===== src/shared/pin_mux_pkg.sv =====
/*
 pin_mux_pkg: register map, field masks, pin function tables and
 carrier structs for the pin function mux.
 assumes an APB master with 32-bit data and a 12-bit byte address.
*/
package pin_mux_pkg;
  localparam int ADDR_W = 12;
  typedef logic [ADDR_W-1:0] addr_t;

  // ****************************************
  // register byte addresses
  // ****************************************
  localparam addr_t A_E_DRIVE = 12'h000;
  localparam addr_t A_G_DRIVE = 12'h004;
  localparam addr_t A_PAD_SUP = 12'h008;
  localparam addr_t A_SEL_A_LO = 12'h00c;
  localparam addr_t A_SEL_A_HI = 12'h010;
  localparam addr_t A_SEL_B_LO = 12'h014;
  localparam addr_t A_SEL_B_HI = 12'h018;
  localparam addr_t A_SEL_C_LO = 12'h01c;
  localparam addr_t A_OWNER = 12'h020;

  // ****************************************
  // masks, reset value, field positions
  // ****************************************
  localparam logic [7:0] RST_ZERO = 8'h00;
  localparam logic [7:0] M_FULL = 8'hff;
  localparam logic [7:0] M_E_DRIVE = 8'h03;
  localparam logic [7:0] M_G_DRIVE = 8'h0f;
  localparam logic [7:0] M_PAD_SUP = 8'h3f;
  localparam logic [7:0] M_SEL_C_LO = 8'h0f;
  localparam int PAD_B_LO_UP = 1;
  localparam int PAD_B_HI_UP = 3;
  localparam int PAD_G_UP = 5;

  // ****************************************
  // pin function kinds, two bits per code
  // ****************************************
  localparam logic [1:0] K_GPIO = 2'h0;
  localparam logic [1:0] K_PER = 2'h1;
  localparam logic [1:0] K_REL = 2'h2;
  typedef logic [7:0] kinds_t;
  localparam kinds_t KIND_A [8] = '{8'h90, 8'ha4, 8'h80, 8'ha0,
                                    8'ha0, 8'h90, 8'ha4, 8'h80};
  localparam kinds_t KIND_B [8] = '{8'h94, 8'h94, 8'h90, 8'h90,
                                    8'h40, 8'h40, 8'h40, 8'h80};
  localparam kinds_t KIND_C [2] = '{8'h90, 8'h80};

  typedef struct packed {
    logic psel;
    logic penable;
    logic pwrite;
    addr_t paddr;
    logic [31:0] pwdata;
    logic [3:0] pstrb;
  } apb_req_s;

  typedef struct packed {
    logic periodic_timer0_inverted_out;
    logic periodic_timer0_out;
    logic periodic_timer1_out;
    logic periodic_timer2_out;
    logic std_timer_inverted_out;
    logic serial_chip_select;
    logic serial_data_out;
    logic serial_sda_out;
    logic serial_clock_out;
    logic second_spi_clock;
    logic second_spi_data_out;
    logic second_spi_chip_select;
  } periph_out_s;
endpackage


===== src/pin_function_mux.sv =====
/*
 pin_function_mux: drive level, pad supply and output function
 selection for ports A, B and pins 0..1 of port C, on an APB slave.
 assumes latch and peripheral signals come from logic on mclk.
*/
// The APB interface to the registers and the register offsets were left to the implementer.
module pin_function_mux
  import pin_mux_pkg::*;
(
  input wire logic mclk,
  input wire logic reset_n,
  input wire apb_req_s apb_req,
  output logic [31:0] prdata,
  output logic pready,
  output logic pslverr,
  input wire logic [7:0] a_latch,
  input wire logic [7:0] b_latch,
  input wire logic [1:0] c_latch,
  input wire periph_out_s periph,
  output logic [7:0] pin_a_out,
  output logic [7:0] pin_a_periph,
  output logic [7:0] pin_a_release,
  output logic [7:0] pin_b_out,
  output logic [7:0] pin_b_periph,
  output logic [7:0] pin_b_release,
  output logic [1:0] pin_c_out,
  output logic [1:0] pin_c_periph,
  output logic [1:0] pin_c_release,
  output logic [1:0] port_e_low_drive_field,
  output logic [1:0] port_g_high_drive,
  output logic [1:0] port_g_low_drive,
  output logic [7:0] port_b_io_supply,
  output logic [3:0] port_g_io_supply
);

  // ****************************************
  // bus decode
  // ****************************************
  logic setup;
  logic access;
  logic hit;
  logic wr;
  logic [7:0] rdata_nxt;
  logic [31:0] prdata_r;
  logic [31:0] owner_word;

  logic [7:0] e_drive_r;
  logic [7:0] port_g_drive_level_r;
  logic [7:0] pad_supply_select_r;
  logic [7:0] func_sel_a_low_r;
  logic [7:0] func_sel_a_high_r;
  logic [7:0] func_sel_b_low_r;
  logic [7:0] func_sel_b_high_r;
  logic [7:0] func_sel_c_low_r;

  assign setup = apb_req.psel & ~apb_req.penable;
  assign access = apb_req.psel & apb_req.penable;
  assign wr = access & apb_req.pwrite & hit & apb_req.pstrb[0];
  // zero wait states: read data is caught in the setup cycle
  assign pready = 1'h1;
  assign pslverr = access & ~hit;
  assign prdata = prdata_r;

  assign owner_word = {14'h0, pin_c_periph, pin_b_periph,
                       pin_a_periph};

  always_comb begin
    hit = 1'h1;
    rdata_nxt = RST_ZERO;
    case (apb_req.paddr)
      A_E_DRIVE: rdata_nxt = e_drive_r & M_E_DRIVE;
      A_G_DRIVE: rdata_nxt = port_g_drive_level_r & M_G_DRIVE;
      A_PAD_SUP: rdata_nxt = pad_supply_select_r & M_PAD_SUP;
      A_SEL_A_LO: rdata_nxt = func_sel_a_low_r;
      A_SEL_A_HI: rdata_nxt = func_sel_a_high_r;
      A_SEL_B_LO: rdata_nxt = func_sel_b_low_r;
      A_SEL_B_HI: rdata_nxt = func_sel_b_high_r;
      A_SEL_C_LO: rdata_nxt = func_sel_c_low_r & M_SEL_C_LO;
      A_OWNER: rdata_nxt = RST_ZERO;
      default: hit = 1'h0;
    endcase
  end

  always_ff @(posedge mclk or negedge reset_n) begin
    if (!reset_n) begin
      prdata_r <= 32'h0;
    end else if (setup) begin
      if (apb_req.paddr == A_OWNER) begin
        prdata_r <= owner_word;
      end else begin
        prdata_r <= {24'h0, rdata_nxt};
      end
    end
  end

  // ****************************************
  // configuration registers
  // ****************************************
  // unimplemented bits are never stored, so they cannot leak back
  always_ff @(posedge mclk or negedge reset_n) begin
    if (!reset_n) begin
      e_drive_r <= RST_ZERO;
      port_g_drive_level_r <= RST_ZERO;
      pad_supply_select_r <= RST_ZERO;
      func_sel_a_low_r <= RST_ZERO;
      func_sel_a_high_r <= RST_ZERO;
      func_sel_b_low_r <= RST_ZERO;
      func_sel_b_high_r <= RST_ZERO;
      func_sel_c_low_r <= RST_ZERO;
    end else if (wr) begin
      case (apb_req.paddr)
        A_E_DRIVE: e_drive_r <= apb_req.pwdata[7:0] & M_E_DRIVE;
        A_G_DRIVE:
          port_g_drive_level_r <= apb_req.pwdata[7:0] & M_G_DRIVE;
        A_PAD_SUP:
          pad_supply_select_r <= apb_req.pwdata[7:0] & M_PAD_SUP;
        A_SEL_A_LO: func_sel_a_low_r <= apb_req.pwdata[7:0] & M_FULL;
        A_SEL_A_HI: func_sel_a_high_r <= apb_req.pwdata[7:0] & M_FULL;
        A_SEL_B_LO: func_sel_b_low_r <= apb_req.pwdata[7:0] & M_FULL;
        A_SEL_B_HI: func_sel_b_high_r <= apb_req.pwdata[7:0] & M_FULL;
        A_SEL_C_LO:
          func_sel_c_low_r <= apb_req.pwdata[7:0] & M_SEL_C_LO;
        default: ;
      endcase
    end
  end

  // ****************************************
  // drive level and pad supply
  // ****************************************
  assign port_e_low_drive_field = e_drive_r[1:0];
  assign port_g_high_drive = port_g_drive_level_r[3:2];
  assign port_g_low_drive = port_g_drive_level_r[1:0];
  // only the upper bit of each field matters: 0x core, 1x io pin
  assign port_b_io_supply = {{4{pad_supply_select_r[PAD_B_HI_UP]}},
                             {4{pad_supply_select_r[PAD_B_LO_UP]}}};
  assign port_g_io_supply = {4{pad_supply_select_r[PAD_G_UP]}};

  // ****************************************
  // pin function mux
  // ****************************************
  // returns {data, peripheral owns pin, driver released}
  function automatic logic [2:0] pin_sel(input logic [1:0] code,
                                         input kinds_t kinds,
                                         input logic [3:0] psig,
                                         input logic lat);
    logic [1:0] k;
    k = kinds[{code, 1'h0} +: 2];
    case (k)
      K_PER: pin_sel = {psig[code], 2'h2};
      K_REL: pin_sel = 3'h1;
      default: pin_sel = {lat, 2'h0};
    endcase
  endfunction

  logic [15:0] sel_a;
  logic [15:0] sel_b;
  logic [3:0] sel_c;
  logic [3:0] psig_a [8];
  logic [3:0] psig_b [8];
  logic [3:0] psig_c [2];

  assign sel_a = {func_sel_a_high_r, func_sel_a_low_r};
  assign sel_b = {func_sel_b_high_r, func_sel_b_low_r};
  assign sel_c = func_sel_c_low_r[3:0];

  // bit n of each vector is the signal for selector code n
  assign psig_a[0] = {1'h0, periph.periodic_timer0_out, 2'h0};
  assign psig_a[1] = {2'h0, periph.periodic_timer0_inverted_out,
                      1'h0};
  assign psig_a[2] = 4'h0;
  assign psig_a[3] = 4'h0;
  assign psig_a[4] = 4'h0;
  assign psig_a[5] = {1'h0, periph.std_timer_inverted_out,
                      2'h0};
  assign psig_a[6] = {2'h0, periph.periodic_timer2_out, 1'h0};
  assign psig_a[7] = 4'h0;
  assign psig_b[0] = {1'h0, periph.serial_clock_out,
                      periph.periodic_timer1_out, 1'h0};
  assign psig_b[1] = {1'h0, periph.serial_sda_out,
                      periph.periodic_timer2_out, 1'h0};
  assign psig_b[2] = {1'h0, periph.serial_data_out, 2'h0};
  assign psig_b[3] = {1'h0, periph.serial_chip_select, 2'h0};
  assign psig_b[4] = {periph.second_spi_chip_select, 3'h0};
  assign psig_b[5] = {periph.second_spi_data_out, 3'h0};
  assign psig_b[6] = {periph.second_spi_clock, 3'h0};
  assign psig_b[7] = 4'h0;
  assign psig_c[0] = {1'h0, periph.periodic_timer1_out, 2'h0};
  assign psig_c[1] = 4'h0;

  // registered so pad outputs never glitch on selector decode
  for (genvar i = 0; i < 8; i++) begin : g_port_ab
    always_ff @(posedge mclk or negedge reset_n) begin
      if (!reset_n) begin
        pin_a_out[i] <= 1'h0;
        pin_a_periph[i] <= 1'h0;
        pin_a_release[i] <= 1'h0;
      end else begin
        {pin_a_out[i], pin_a_periph[i], pin_a_release[i]} <=
          pin_sel(sel_a[2*i +: 2], KIND_A[i], psig_a[i],
                  a_latch[i]);
      end
    end
    always_ff @(posedge mclk or negedge reset_n) begin
      if (!reset_n) begin
        pin_b_out[i] <= 1'h0;
        pin_b_periph[i] <= 1'h0;
        pin_b_release[i] <= 1'h0;
      end else begin
        {pin_b_out[i], pin_b_periph[i], pin_b_release[i]} <=
          pin_sel(sel_b[2*i +: 2], KIND_B[i], psig_b[i],
                  b_latch[i]);
      end
    end
  end

  for (genvar i = 0; i < 2; i++) begin : g_port_c
    always_ff @(posedge mclk or negedge reset_n) begin
      if (!reset_n) begin
        pin_c_out[i] <= 1'h0;
        pin_c_periph[i] <= 1'h0;
        pin_c_release[i] <= 1'h0;
      end else begin
        {pin_c_out[i], pin_c_periph[i], pin_c_release[i]} <=
          pin_sel(sel_c[2*i +: 2], KIND_C[i], psig_c[i],
                  c_latch[i]);
      end
    end
  end
endmodule


===== config.mk =====
export PLATFORM = sky130hd
export DESIGN_NAME = pin_function_mux
export DESIGN_NICKNAME = d
export VERILOG_FILES = /design/src/shared/pin_mux_pkg.sv /design/src/pin_function_mux.sv
export SDC_FILE = /design/constraint.sdc
export NUM_CORES = 1
export LEC_CHECK = 0
export BUFFER_PORTS_ARGS = -buffer_cell sky130_fd_sc_hd__buf_2
export CAP_MARGIN = 0
export CELL_PAD_IN_SITES_DETAIL_PLACEMENT = 1
export CELL_PAD_IN_SITES_GLOBAL_PLACEMENT = 1
export CORE_MARGIN = 8
export CORE_UTILIZATION = 38
export DETAILED_ROUTE_END_ITERATION = 8
export PLACE_DENSITY_LB_ADDON = 0.1
export REMOVE_ABC_BUFFERS = 1
export SETUP_SLACK_MARGIN = 0.05
export SLEW_MARGIN = 20
export SYNTH_ARGS = -nofsm -noshare
export SYNTH_HDL_FRONTEND = slang
export SYNTH_SLANG_ARGS = --single-unit

===== constraint.sdc =====
create_clock -name mclk -period 2.3 [get_ports mclk]
set_clock_uncertainty 0.15 [all_clocks]
set_input_delay 0.23 -clock mclk [delete_from_list [all_inputs] [get_ports mclk]]
set_output_delay 0.23 -clock mclk [all_outputs]
set_load 0.01 [all_outputs]

# Word level (Yosys, flattened, before mapping)
# Cells that the tools add are included.
# word_totals
rom_bits	0
n_memories	0
ram_bits	0
latch_bits	0
output_inout_bits	106
inputBits	83
regBits	134
word_cells	218
# classes
multipliers	0
n_bitwise	8
n_lt_le_gt_ge	18
add_sub_neg	0
n_div	0
n_mux	57
reduce_logical	10
shift	18
n_eq_ne	44
# ops
operator	n
indexed part select 8 x 4 -> 2 bit, first input constant	18
case mux 3 bit (2 select lines)	18
case mux 8 bit (8 select lines)	1
less-than comparator 2 x 3 -> 1 bit, second input constant	18
equality test 12 x 5 -> 1 bit, second input constant	4
binary-select mux 1 bit (select 2 bit)	18
equality test 2 x 1 -> 1 bit, second input constant	18
equality test 2 bit, second input constant	18
equality test 12 x 4 -> 1 bit, second input constant	2
two-way mux 1 bit	19
two-way mux 18 bit	1
AND reduction 2 bit	8
equality test 12 x 3 -> 1 bit, second input constant	1
equality test 12 x 6 -> 1 bit, second input constant	1
logical NOT 12 bit	1
OR reduction 9 bit	1
bitwise AND 1 bit	6
NOT 1 bit	2

# Logic depth before layout (Yosys ltp)
# Gate-level depths: netlist of run 1.
# depth
word_depth	6
ltp_mapped	6
mapped_depth_nobuf	4

# Least setup slack after synthesis of run 1
# Ideal clock, no wire load.
# synth_timing
kind	input to register
from	input apb_req[43] in the netlist's numbering
to	register func_sel_a_low_r[0]
path_buffers	2
required_ps	2025
setup_time_ps	125
slack_ps	283
stages	6
arrival_ps	1742
cell_sequence	or4_1 > buf_2 > nor3_1 > and3_1 > buf_2 > mux2_2
# synth_between
elab_chain_cells	6
word_cells_on_any_way	14
classes_between	eq/ne: 8; mux: 1; bitwise: 2; reduce/logical: 3
# synth_lines
element	line_no	text
from (decl)	pin_function_mux.sv:12	input wire apb_req_s apb_req,
equality test 12 x 6 -> 1 bit (tied with other cells)	pin_function_mux.sv:70	case (apb_req.paddr)
OR reduction 9 bit (no source line)	-	
two-way mux 1 bit	pin_function_mux.sv:70	
bitwise AND 1 bit (2 in a row)	pin_function_mux.sv:58	assign wr = access & apb_req.pwrite & hit & apb_req.pstrb[0];
AND reduction 2 bit (no source line) (*)	-	
to (signal assigned)	pin_function_mux.sv:117	A_SEL_A_LO: func_sel_a_low_r <= apb_req.pwdata[7:0] & M_FULL;
to (decl)	pin_function_mux.sv:50	logic [7:0] func_sel_a_low_r;
# Every way passes the cells marked *; elsewhere a longest branch is shown, timed or not.
# A chain may end at the register's enable or synchronous reset.

# Worst setup path after layout of run 1
# layout_timing
from	input apb_req[43] in the netlist's numbering
to	output pslverr
# layout_between
elab_chain_cells	5
word_cells_on_any_way	13
classes_between	eq/ne: 8; mux: 1; bitwise: 2; reduce/logical: 2
# layout_lines
element	line_no	text
equality test 12 x 6 -> 1 bit (tied with other cells)	pin_function_mux.sv:70	
OR reduction 9 bit (no source line) (*)	-	
two-way mux 1 bit (*)	pin_function_mux.sv:70	
NOT 1 bit (*)	pin_function_mux.sv:61	assign pslverr = access & ~hit;
bitwise AND 1 bit (*)	pin_function_mux.sv:61	
to (decl)	pin_function_mux.sv:15	output logic pslverr,
# Marks and branches as above.

==> results of run 1 <==
-- cell type report --
class | instances | area (um2) | share of cell area (%)
multi-input cells | 232 | 1860 | 29.1
inverters | 12 | 45.0 | 0.705
well taps | 172 | 215 | 3.37
repair buffers | 187 | 1170 | 18.3
flip-flops and latches | 109 | 2730 | 42.7
clock inverters | 7 | 146 | 2.29
clock buffers | 9 | 225 | 3.53
-- through the flow --
step / TNS, ps / power, mW / cells
3_3_place_gp: 0 / 2.22 / 683
3_5_place_dp: 0 / 2.22 / 683
4_1_cts: 0 / 4.17 / 728
5_1_grt: 0 / 4.28 / 728
6_report: 0 / 4.12 / 728
2_1_floorplan: -615 / 2.05 / 353
-- metal layers --
metal / up-vias / global-route usage (%) / part of all wire [%]
met3: 12 / 4.93 / 6.9
met4: 0 / 5.53 / 1.3
met1: 1764 / 21.5 / 44
met5: - / 0 / 0
met2: 116 / 28.7 / 48
li1: 1633 / - / -
-- logic make-up after synthesis --
family	Yosys count	synth area share [%]
multiplexers	63	15.0
AO/OA/AOI/OAI	48	7.23
adder cells (fa/ha/maj)	4	1.02
AND/OR/NAND/NOR	91	12.6
other	2	0.153
flip-flops	109	55.7
buffers and inverters	67	8.23
-- Yosys cell counts, drive strengths merged (4+ instances only) --
cell | n | area, um2
a32oi | 5 | 43.8
a22o | 9 | 78.8
clkbuf | 8 | 30.0
nor2b | 17 | 114
nor4 | 5 | 46.3
and2 | 14 | 87.6
dfrtp | 109 | 2730
inv | 12 | 45.0
o21ai | 14 | 70.1
nand2 | 20 | 75.1
ha | 4 | 50.1
mux2i | 7 | 70.1
nand4 | 7 | 101
mux2 | 53 | 597
buf | 47 | 328
nor2 | 9 | 50.1
-- report_power, final --
| group | total, mW | switching (mW) | internal (mW) |
|---|---|---|---|
| combinational | 0.289 | 0.172 | 0.117 |
| sequential | 1.94 | 0.00409 | 1.93 |
| clock | 1.90 | 0.717 | 1.18 |
-- path summary, 6_finish.rpt --
check	cells after the start	to	from	slack, ps
max	6	pslverr	apb_req[43]	280
min	2	func_sel_a_low_r[6]	apb_req[10]	30
max reg2reg	4	prdata[7]	func_sel_a_high_r[7]	360
min reg2reg	0	pin_a_release[3]	func_sel_a_low_r[7]	300
max in group asynchronous	3	func_sel_b_high_r[7]	reset_n	1090
min in group asynchronous	2	pin_c_out[0]	reset_n	240
-- flip-flops by register name (all words and copies together), names as in the netlist, 2 cells and up --
| signal | flops |
|---|---|
| prdata | 16 |
| func_sel_a_high_r | 8 |
| func_sel_a_low_r | 8 |
| func_sel_b_high_r | 8 |
| func_sel_b_low_r | 8 |
| pin_a_out | 8 |
| pin_a_release | 8 |
| pin_b_out | 8 |
| pin_b_periph | 7 |
| pad_supply_select_r | 6 |
| pin_b_release | 5 |
| func_sel_c_low_r | 4 |
| pin_a_periph | 4 |
| port_g_drive_level_r | 4 |
| e_drive_r | 2 |
| pin_c_out | 2 |
| pin_c_release | 2 |
-- repair_timing --
action | in CTS | in global routing
hold endpoints to repair | 55 | 0
hold buffers | 29 | 0
setup endpoints to repair | 0 | 0
==> impl_metrics.json, run 1 <==
{
  "power_density_nw_per_um2": 646,
  "setup-violations-final": 0,
  "timing.final.crit_period_ps": 2020,
  "cts.htree.levels": 3,
  "cts_buffers": 9,
  "synth_cells": 384,
  "grt_pass1_vias": 4012,
  "critPathLaunchType": "input port",
  "drive_gt1_share_pct": 44.1,
  "tightestPinTransition_ps": 530,
  "synth_edf_count": 0,
  "finalHoldViolCount": 0,
  "drt_iter0_markers": 126,
  "seq_area_frac_synth_pct": 55.7,
  "leakage_nw": 3.38,
  "grtUsageTotal_pct": 17.3,
  "worst-setup-path-type": "in2out",
  "ys.flop_type": "dfrtp_1",
  "antenna_found_initial": 0,
  "layout_common_cells": "buf_2 (134), dfrtp_1 (109), mux2_2 (53)",
  "vias_per_cell": 4.84,
  "irDropWorstVdd_uv": 442,
  "synth_cell_types": 48,
  "path_clk_slew_ps": 70,
  "cts_tree": "built",
  "outcome": "finished clean",
  "netlist_area_um2": 4890,
  "slew_headroom_pct": 64.7,
  "cp.required_ps": 1920,
  "syn_to_final_growth_pct": 30.5,
  "cts_resized": 0,
  "cts-root-buf": "clkbuf_16",
  "max_freq_mhz": 494,
  "grt_pass1_wl_um": 22200,
  "grt_max_degree": 44,
  "cp_cell_sequence": "buf_2 > or4_1 > buf_4 > nor2_8 > a21oi_1 > buf_2",
  "cpLargestDelayFamily": "simple AND/OR/NAND/NOR gates",
  "worst_hold_slack_ps": 25.1,
  "postPlaceCellArea_um2": 5720,
  "via_count": 3525,
  "fillers": 1386,
  "postRouteAntennaNets": 0,
  "dieArea_um2": 16800,
  "synth-warning-count": 0,
  "grt.overflow.total": 0,
  "start_util_pct": 38.8,
  "post_cts_buffers": 0,
  "drv_cap": 0,
  "avgSynthCellArea_um2": 12.7,
  "drv_slew": 0,
  "routedWlPerCell_um": 19.2,
  "arrival_ps": 1640,
  "portBuffers": 135,
  "core_region_area_um2": 12600,
  "wl_um": 14000,
  "clockBufferDepth": 2,
  "ioPinCount": 189,
  "fin_ws_ps": 276,
  "critical-path-max-stage-delay_ps": 570,
  "rows": 41,
  "critical_path_peak_fanout": 10,
  "drc": 0,
  "final_area_um2": 6390,
  "synth_seq_cells": 109,
  "clk_latency_ps": 360,
  "path_common_cell": "buf_2",
  "mostFrequentLayoutCell": "buf_2",
  "rsz0062_at_grt": "false",
  "hold_class": "in2reg",
  "post-place-ws_ps": 4.25,
  "dpl.hpwl_um": 10500,
  "path_buf_inv": 3,
  "die_h_um": 129,
  "drt_pass1_iterations": 4,
  "place.gp.congestion": 0.785,
  "final_util_pct": 50.6,
  "final_nets": 638,
  "clock_sinks": 109,
  "async_flop_share_pct": 100,
  "final.period_utilization_pct": 88.0,
  "diodes": 0,
  "end_kind": "output port",
  "die_w_um": 129,
  "critPathSlowestCell": "or4_1"
}
Note: power is estimated with default switching activity, not from simulation.
==> inputs of run 2 (changes only) <==
--- a/config.mk
+++ b/config.mk
@@ -5,12 +5,13 @@
 export SDC_FILE = /design/constraint.sdc
 export NUM_CORES = 1
 export LEC_CHECK = 0
+export ABC_AREA = 1
 export BUFFER_PORTS_ARGS = -buffer_cell sky130_fd_sc_hd__buf_2
 export CAP_MARGIN = 0
 export CELL_PAD_IN_SITES_DETAIL_PLACEMENT = 1
 export CELL_PAD_IN_SITES_GLOBAL_PLACEMENT = 1
 export CORE_MARGIN = 8
-export CORE_UTILIZATION = 38
+export CORE_UTILIZATION = 36
 export DETAILED_ROUTE_END_ITERATION = 8
 export PLACE_DENSITY_LB_ADDON = 0.1
 export REMOVE_ABC_BUFFERS = 1
==> impl_metrics.json, run 2 <==
{
  "outcome": "finished clean",
  "placedCellCount": 895,
  "cp.required_ps": 1920,
  "drive_gt1_share_pct": 26.1,
  "irDropWorstVdd_uv": 383,
  "critical-path-max-stage-delay_ps": 260,
  "cts-root-buf": "clkbuf_16",
  "clock_sinks": 109,
  "synth_cells": 596,
  "synth_seq_cells": 109,
  "die_w_um": 137,
  "cts.htree.levels": 3,
  "max_freq_mhz": 525,
  "seq_area_frac_synth_pct": 52.1,
  "synth_edf_count": 0,
  "rr_startpoint": "func_sel_a_high_r[3]",
  "timing.final.crit_period_ps": 1900,
  "grtUsageTotal_pct": 18.1,
  "routedWlPerCell_um": 17.4,
  "postPlaceCellArea_um2": 5950,
  "critPathLaunchType": "input port",
  "final_nets": 838,
  "drv_slew": 0,
  "hold_class": "in2reg",
  "r2r_slack_ps": 710,
  "min_to": "func_sel_b_high_r[6]",
  "syn_to_final_growth_pct": 24.7,
  "setup-violations-final": 0,
  "clockBufferDepth": 2,
  "switching_power_uw": 902,
  "synth-warning-count": 0,
  "final_util_pct": 45.4,
  "end_kind": "output port",
  "cts_buffers": 9,
  "antenna_found_initial": 0,
  "grt.overflow.total": 0,
  "drt_iter0_markers": 170,
  "worstRegToRegCells": 4,
  "ioPinCount": 189,
  "final_area_um2": 6530,
  "start_util_pct": 36.4,
  "min_delay_path_depth": 3,
  "worstReg2RegEnd": "pin_a_out[5]",
  "synth.largest_area_cell": "dfrtp_1",
  "layout_common_cells": "nand2_1 (190), buf_2 (134), dfrtp_1 (109)",
  "path_buf_inv": 3,
  "portBuffers": 135,
  "drt_pass1_iterations": 4,
  "cts_tree": "built",
  "arrival_ps": 1520,
  "leakage_nw": 3.67,
  "grt_pass1_vias": 4958,
  "die_h_um": 137,
  "finalHoldViolCount": 0,
  "seq_power_share_pct": 51.8,
  "fillers": 1774,
  "grt_max_degree": 51,
  "power_density_nw_per_um2": 573,
  "critical_path_peak_fanout": 21,
  "drv_cap": 0,
  "finalPower_mw": 3.74,
  "tightestPinTransition_ps": 650,
  "hp-start": "apb_req[10]",
  "p_sw_share_pct": 24.1,
  "instances_no_fill": 939,
  "drc": 0,
  "postRouteAntennaNets": 0,
  "async_flop_share_pct": 100,
  "cp_cell_sequence": "buf_2 > nor2_1 > nand2_2 > nor2_4 > o21ai_2 > nand2_2 > buf_12 > nor2_1 > buf_2",
  "p_comb_share_pct": 7.6,
  "synth_cell_types": 32,
  "via_count": 4548,
  "wl_met1_um": 7180,
  "top_layer": "met4",
  "slew_headroom_pct": 56.7,
  "ys.flop_type": "dfrtp_1",
  "cpLargestDelayFamily": "simple AND/OR/NAND/NOR gates",
  "yosys-top-cells-area": "dfrtp_1 (52%), nand2_1 (14%), buf_4 (6.0%), nand4_1 (5.9%), nand3_1 (3.5%)",
  "mostFrequentLayoutCell": "nand2_1",
  "wl_um": 16400,
  "wl_met3_um": 1010,
  "grt_pass1_wl_um": 26300,
  "clk_latency_ps": 360,
  "critPathSlowestCell": "nor2_4",
  "final.period_utilization_pct": 82.8,
  "netlist_area_um2": 5230,
  "rsz0062_at_grt": "false",
  "yosysMostFrequentCell": "nand2_1",
  "place.gp.congestion": 0.813,
  "p_int_mw": 2.84,
  "p_clk_share_pct": 40.6,
  "core_region_area_um2": 14400,
  "rows": 44,
  "synth.top_cells.by_count": "nand2_1 (190), dfrtp_1 (109), nand4_1 (49)",
  "worst-setup-path-type": "in2out",
  "diodes": 0,
  "vias_per_cell": 4.84,
  "dpl.hpwl_um": 12400,
  "met2WireLength_um": 8030,
  "avgSynthCellArea_um2": 8.78,
  "path_clk_slew_ps": 70,
  "largest_reg_flops": 16,
  "tns_ps": 0,
  "dieArea_um2": 18700,
  "synth_top_area_share_pct": 52.1
}
run 2: cell count changes after synthesis, sizes merged, moves of 17 or more:
cell	before	now
nand4	7	49
nor2b	17	0
nand2	20	194
mux2	53	0
nor2	9	42
inv	12	50
nand3	2	44
run 2: tightest hold or removal path, delay by kind of cell:
family | cells | cell delay (ps)
simple gates | 2 | 130
buf+inv | 1 | 130
run 2: cells by family after synthesis:
| family | Yosys count | synth area share [%] |
|---|---|---|
| fa+ha+maj | 4 | 0.956 |
| compound gates | 35 | 4.06 |
| buf+inv | 113 | 12.2 |
| flops | 109 | 52.1 |
| simple gates | 333 | 30.5 |
| other cells | 2 | 0.143 |
run 2: area by class of cell:
| class | instances | area [um2] | area share (%) |
|---|---|---|---|
| sequential | 109 | 2730 | 41.8 |
| multi-input combinational | 398 | 1960 | 30.1 |
| timing repair buffer | 182 | 1130 | 17.3 |
| clock buffer | 11 | 253 | 3.87 |
| tap | 184 | 230 | 3.53 |
| inverter | 51 | 191 | 2.93 |
| clock inverter | 4 | 32.5 | 0.498 |
run 2: power by group through the flow:
stage / Combinational, mW / Clock [mW] / Sequential (mW)
CTS: 0.286 / 1.56 / 1.94
global route: 0.315 / 1.64 / 1.94
detailed placement: 0.247 / 0 / 1.98
floorplan: 0.0734 / 0 / 1.99
finish: 0.284 / 1.52 / 1.94
global placement: 0.241 / 0 / 1.97
run 2: metal layers:
layer	vias to the layer above	track usage, %
li1	2173	-
met1	2240	23.5
met2	124	30.1
met3	11	3.82
met4	0	4.76
met5	-	0
run 2: worst max-delay path by stage:
stage                 from                    to  slack, ps  depth (start not counted)
2_1_floorplan  apb_req[49]  func_sel_b_high_r[0]      -1040                          5
3_3_place_gp   apb_req[37]  func_sel_b_high_r[7]        370                          9
3_5_place_dp   apb_req[37]  func_sel_b_high_r[6]        280                          9
4_1_cts        apb_req[47]               pslverr        390                          9
5_1_grt        apb_req[45]               pslverr        290                          9
6_report       apb_req[47]               pslverr        400                          9
run 2: through the flow:
stage	setup WS, ps	hold slack [ps]
after global placement	368	142
after global routing	285	23.2
final	396	34.1
after CTS	388	16.0
after detailed placement	283	147
after floorplan	-1040	-216
run 2: repair_timing:
item,4_1_cts,5_1_grt
buffers inserted,0,0
hold buffers,29,0
endpoints found under the hold margin,64,0
gates resized for setup,0,0
==> inputs of run 3 (changes only) <==
==> constraint.sdc (replaced) <==
create_clock -name mclk -period 1.8 [get_ports mclk]
set_clock_uncertainty 0.15 [all_clocks]
set_input_delay 0.18 -clock mclk [delete_from_list [all_inputs] [get_ports mclk]]
set_output_delay 0.18 -clock mclk [all_outputs]
set_load 0.01 [all_outputs]
==> impl_metrics.json, run 3 (synthesis results as in run 2) <==
{
  "vias_per_cell": 4.82,
  "postRouteAntennaNets": 0,
  "grt_pass1_vias": 5009,
  "antenna_found_initial": 0,
  "die_h_um": 137,
  "post_cts_buffers": 0,
  "syn_to_final_growth_pct": 28.6,
  "p_int_mw": 3.87,
  "grtUsageTotal_pct": 17.7,
  "place.gp.congestion": 0.829,
  "p_clk_share_pct": 43.0,
  "final_util_pct": 46.8,
  "core_region_area_um2": 14400,
  "mostFrequentLayoutCell": "nand2_1",
  "leakage_nw": 3.77,
  "arrival_ps": 1340,
  "via_count": 4599,
  "drive_gt1_share_pct": 26.9,
  "end_kind": "output port",
  "critical-path-max-stage-delay_ps": 200,
  "cp.depth": 9,
  "clk_latency_ps": 350,
  "critPathLaunchType": "input port",
  "drc": 0,
  "min_delay_path_depth": 3,
  "rsz0062_at_grt": "false",
  "clockBufferDepth": 2,
  "cts_tree": "built",
  "drt_pass1_iterations": 4,
  "cp_cell_sequence": "buf_2 > nor2_4 > nand3_4 > nor2_4 > nand2_2 > nand2_2 > buf_12 > nor2_1 > buf_2",
  "worst-setup-path-type": "in2out",
  "seq_power_share_pct": 49.4,
  "worstRegToRegCells": 4,
  "setup-violations-final": 0,
  "grt.overflow.total": 0,
  "instances_no_fill": 954,
  "dieArea_um2": 18700,
  "dpl.hpwl_um": 12100,
  "cp.required_ps": 1470,
  "drt_iter0_markers": 184,
  "power_density_nw_per_um2": 744,
  "p_sw_share_pct": 22.7,
  "rows": 44,
  "path_buf_inv": 3,
  "portBuffers": 135,
  "placedCellCount": 906,
  "p_comb_share_pct": 7.5,
  "max_freq_mhz": 599,
  "cts.htree.levels": 3,
  "largest_reg_flops": 16,
  "critPathSlowestCell": "nor2_4",
  "worst_hold_slack_ps": 29.4,
  "ioPinCount": 189,
  "clock_sinks": 109,
  "path_clk_slew_ps": 70,
  "die_w_um": 137,
  "finalHoldViolCount": 0,
  "critical_path_peak_fanout": 19,
  "wl_um": 16100,
  "timing.final.crit_period_ps": 1670,
  "outcome": "finished clean",
  "fillers": 1759,
  "irDropWorstVdd_uv": 376,
  "switching_power_mw": 1.13,
  "grt_pass1_wl_um": 26000,
  "final.period_utilization_pct": 92.8,
  "diodes": 0,
  "hold_class": "in2reg",
  "cpLargestDelayFamily": "simple AND/OR/NAND/NOR gates",
  "drv_cap": 0,
  "grt_max_degree": 70,
  "drv_slew": 0,
  "routedWlPerCell_um": 16.9,
  "cts_buffers": 9,
  "cts-root-buf": "clkbuf_16",
  "layout_common_cells": "nand2_1 (190), buf_2 (134), dfrtp_1 (109)",
  "start_util_pct": 36.4,
  "final_nets": 853
}
==> run 3: cell count changes in the layout (fill, tap and decap cells not counted), sizes merged <==
cell | before | now
inv | 51 | 50
bufinv | 0 | 2
clkinvlp | 2 | 1
buf | 153 | 164
dlygate4sd3 | 29 | 33
==> run 3: through the flow <==
step | setup WS [ps] | setup TNS, ps | power, mW | instance area [um2]
2_1_floorplan | -1490 | -57260 | 2.63 | 4870
3_3_place_gp | -46.1 | -334 | 2.84 | 6080
3_5_place_dp | -97.8 | -721 | 2.85 | 6080
4_1_cts | 119 | 0 | 5.08 | 6730
5_1_grt | 64.3 | 0 | 5.18 | 6730
6_report | 130 | 0 | 5.01 | 6730
==> run 3: repair_timing <==
item,CTS,global route
endpoints found under the hold margin,138,0
hold buffers,33,0
setup endpoints to repair,0,0
gates resized for setup,0,0
==> run 3: layer usage <==
metal | vias up | global-route usage, % | part of all wire, %
li1 | 2210 | - | -
met1 | 2252 | 23.0 | 45
met2 | 121 | 29.4 | 49
met3 | 16 | 2.83 | 5.2
met4 | 0 | 6.04 | 1.5
met5 | - | 0 | 0
==> run 3: worst min-delay path: stages <==
cell and delay, ps:
buf_2 110, a21oi_1 130, o41ai_1 70
==> run 3: cell type report <==
class / instances / area [um2] / area share (%)
multi-input cells: 398 / 1960 / 29.2
repair buffers: 197 / 1300 / 19.3
well taps: 184 / 230 / 3.42
inverters: 51 / 191 / 2.84
clock buffers: 11 / 243 / 3.61
clock inverters: 4 / 72.6 / 1.08
flip-flops and latches: 109 / 2730 / 40.5
==> run 3: power by group through the flow <==
stage,Sequential [mW],Combinational (mW),Clock (mW)
detailed placement,2.52,0.326,0
global placement,2.52,0.318,0
finish,2.48,0.377,2.15
floorplan,2.54,0.0937,0
global route,2.48,0.416,2.29
CTS,2.47,0.382,2.22
==> run 3: worst paths after layout <==
check | startpoint | to | slack [ps]
min | periph[3] | pin_b_out[0] | 30
min in group asynchronous | reset_n | pin_b_out[4] | 220
max | apb_req[37] | pslverr | 130
min reg2reg | func_sel_a_low_r[7] | pin_a_release[3] | 290
max reg2reg | func_sel_b_low_r[5] | pin_b_out[2] | 220
max in group asynchronous | reset_n | func_sel_a_low_r[6] | 920
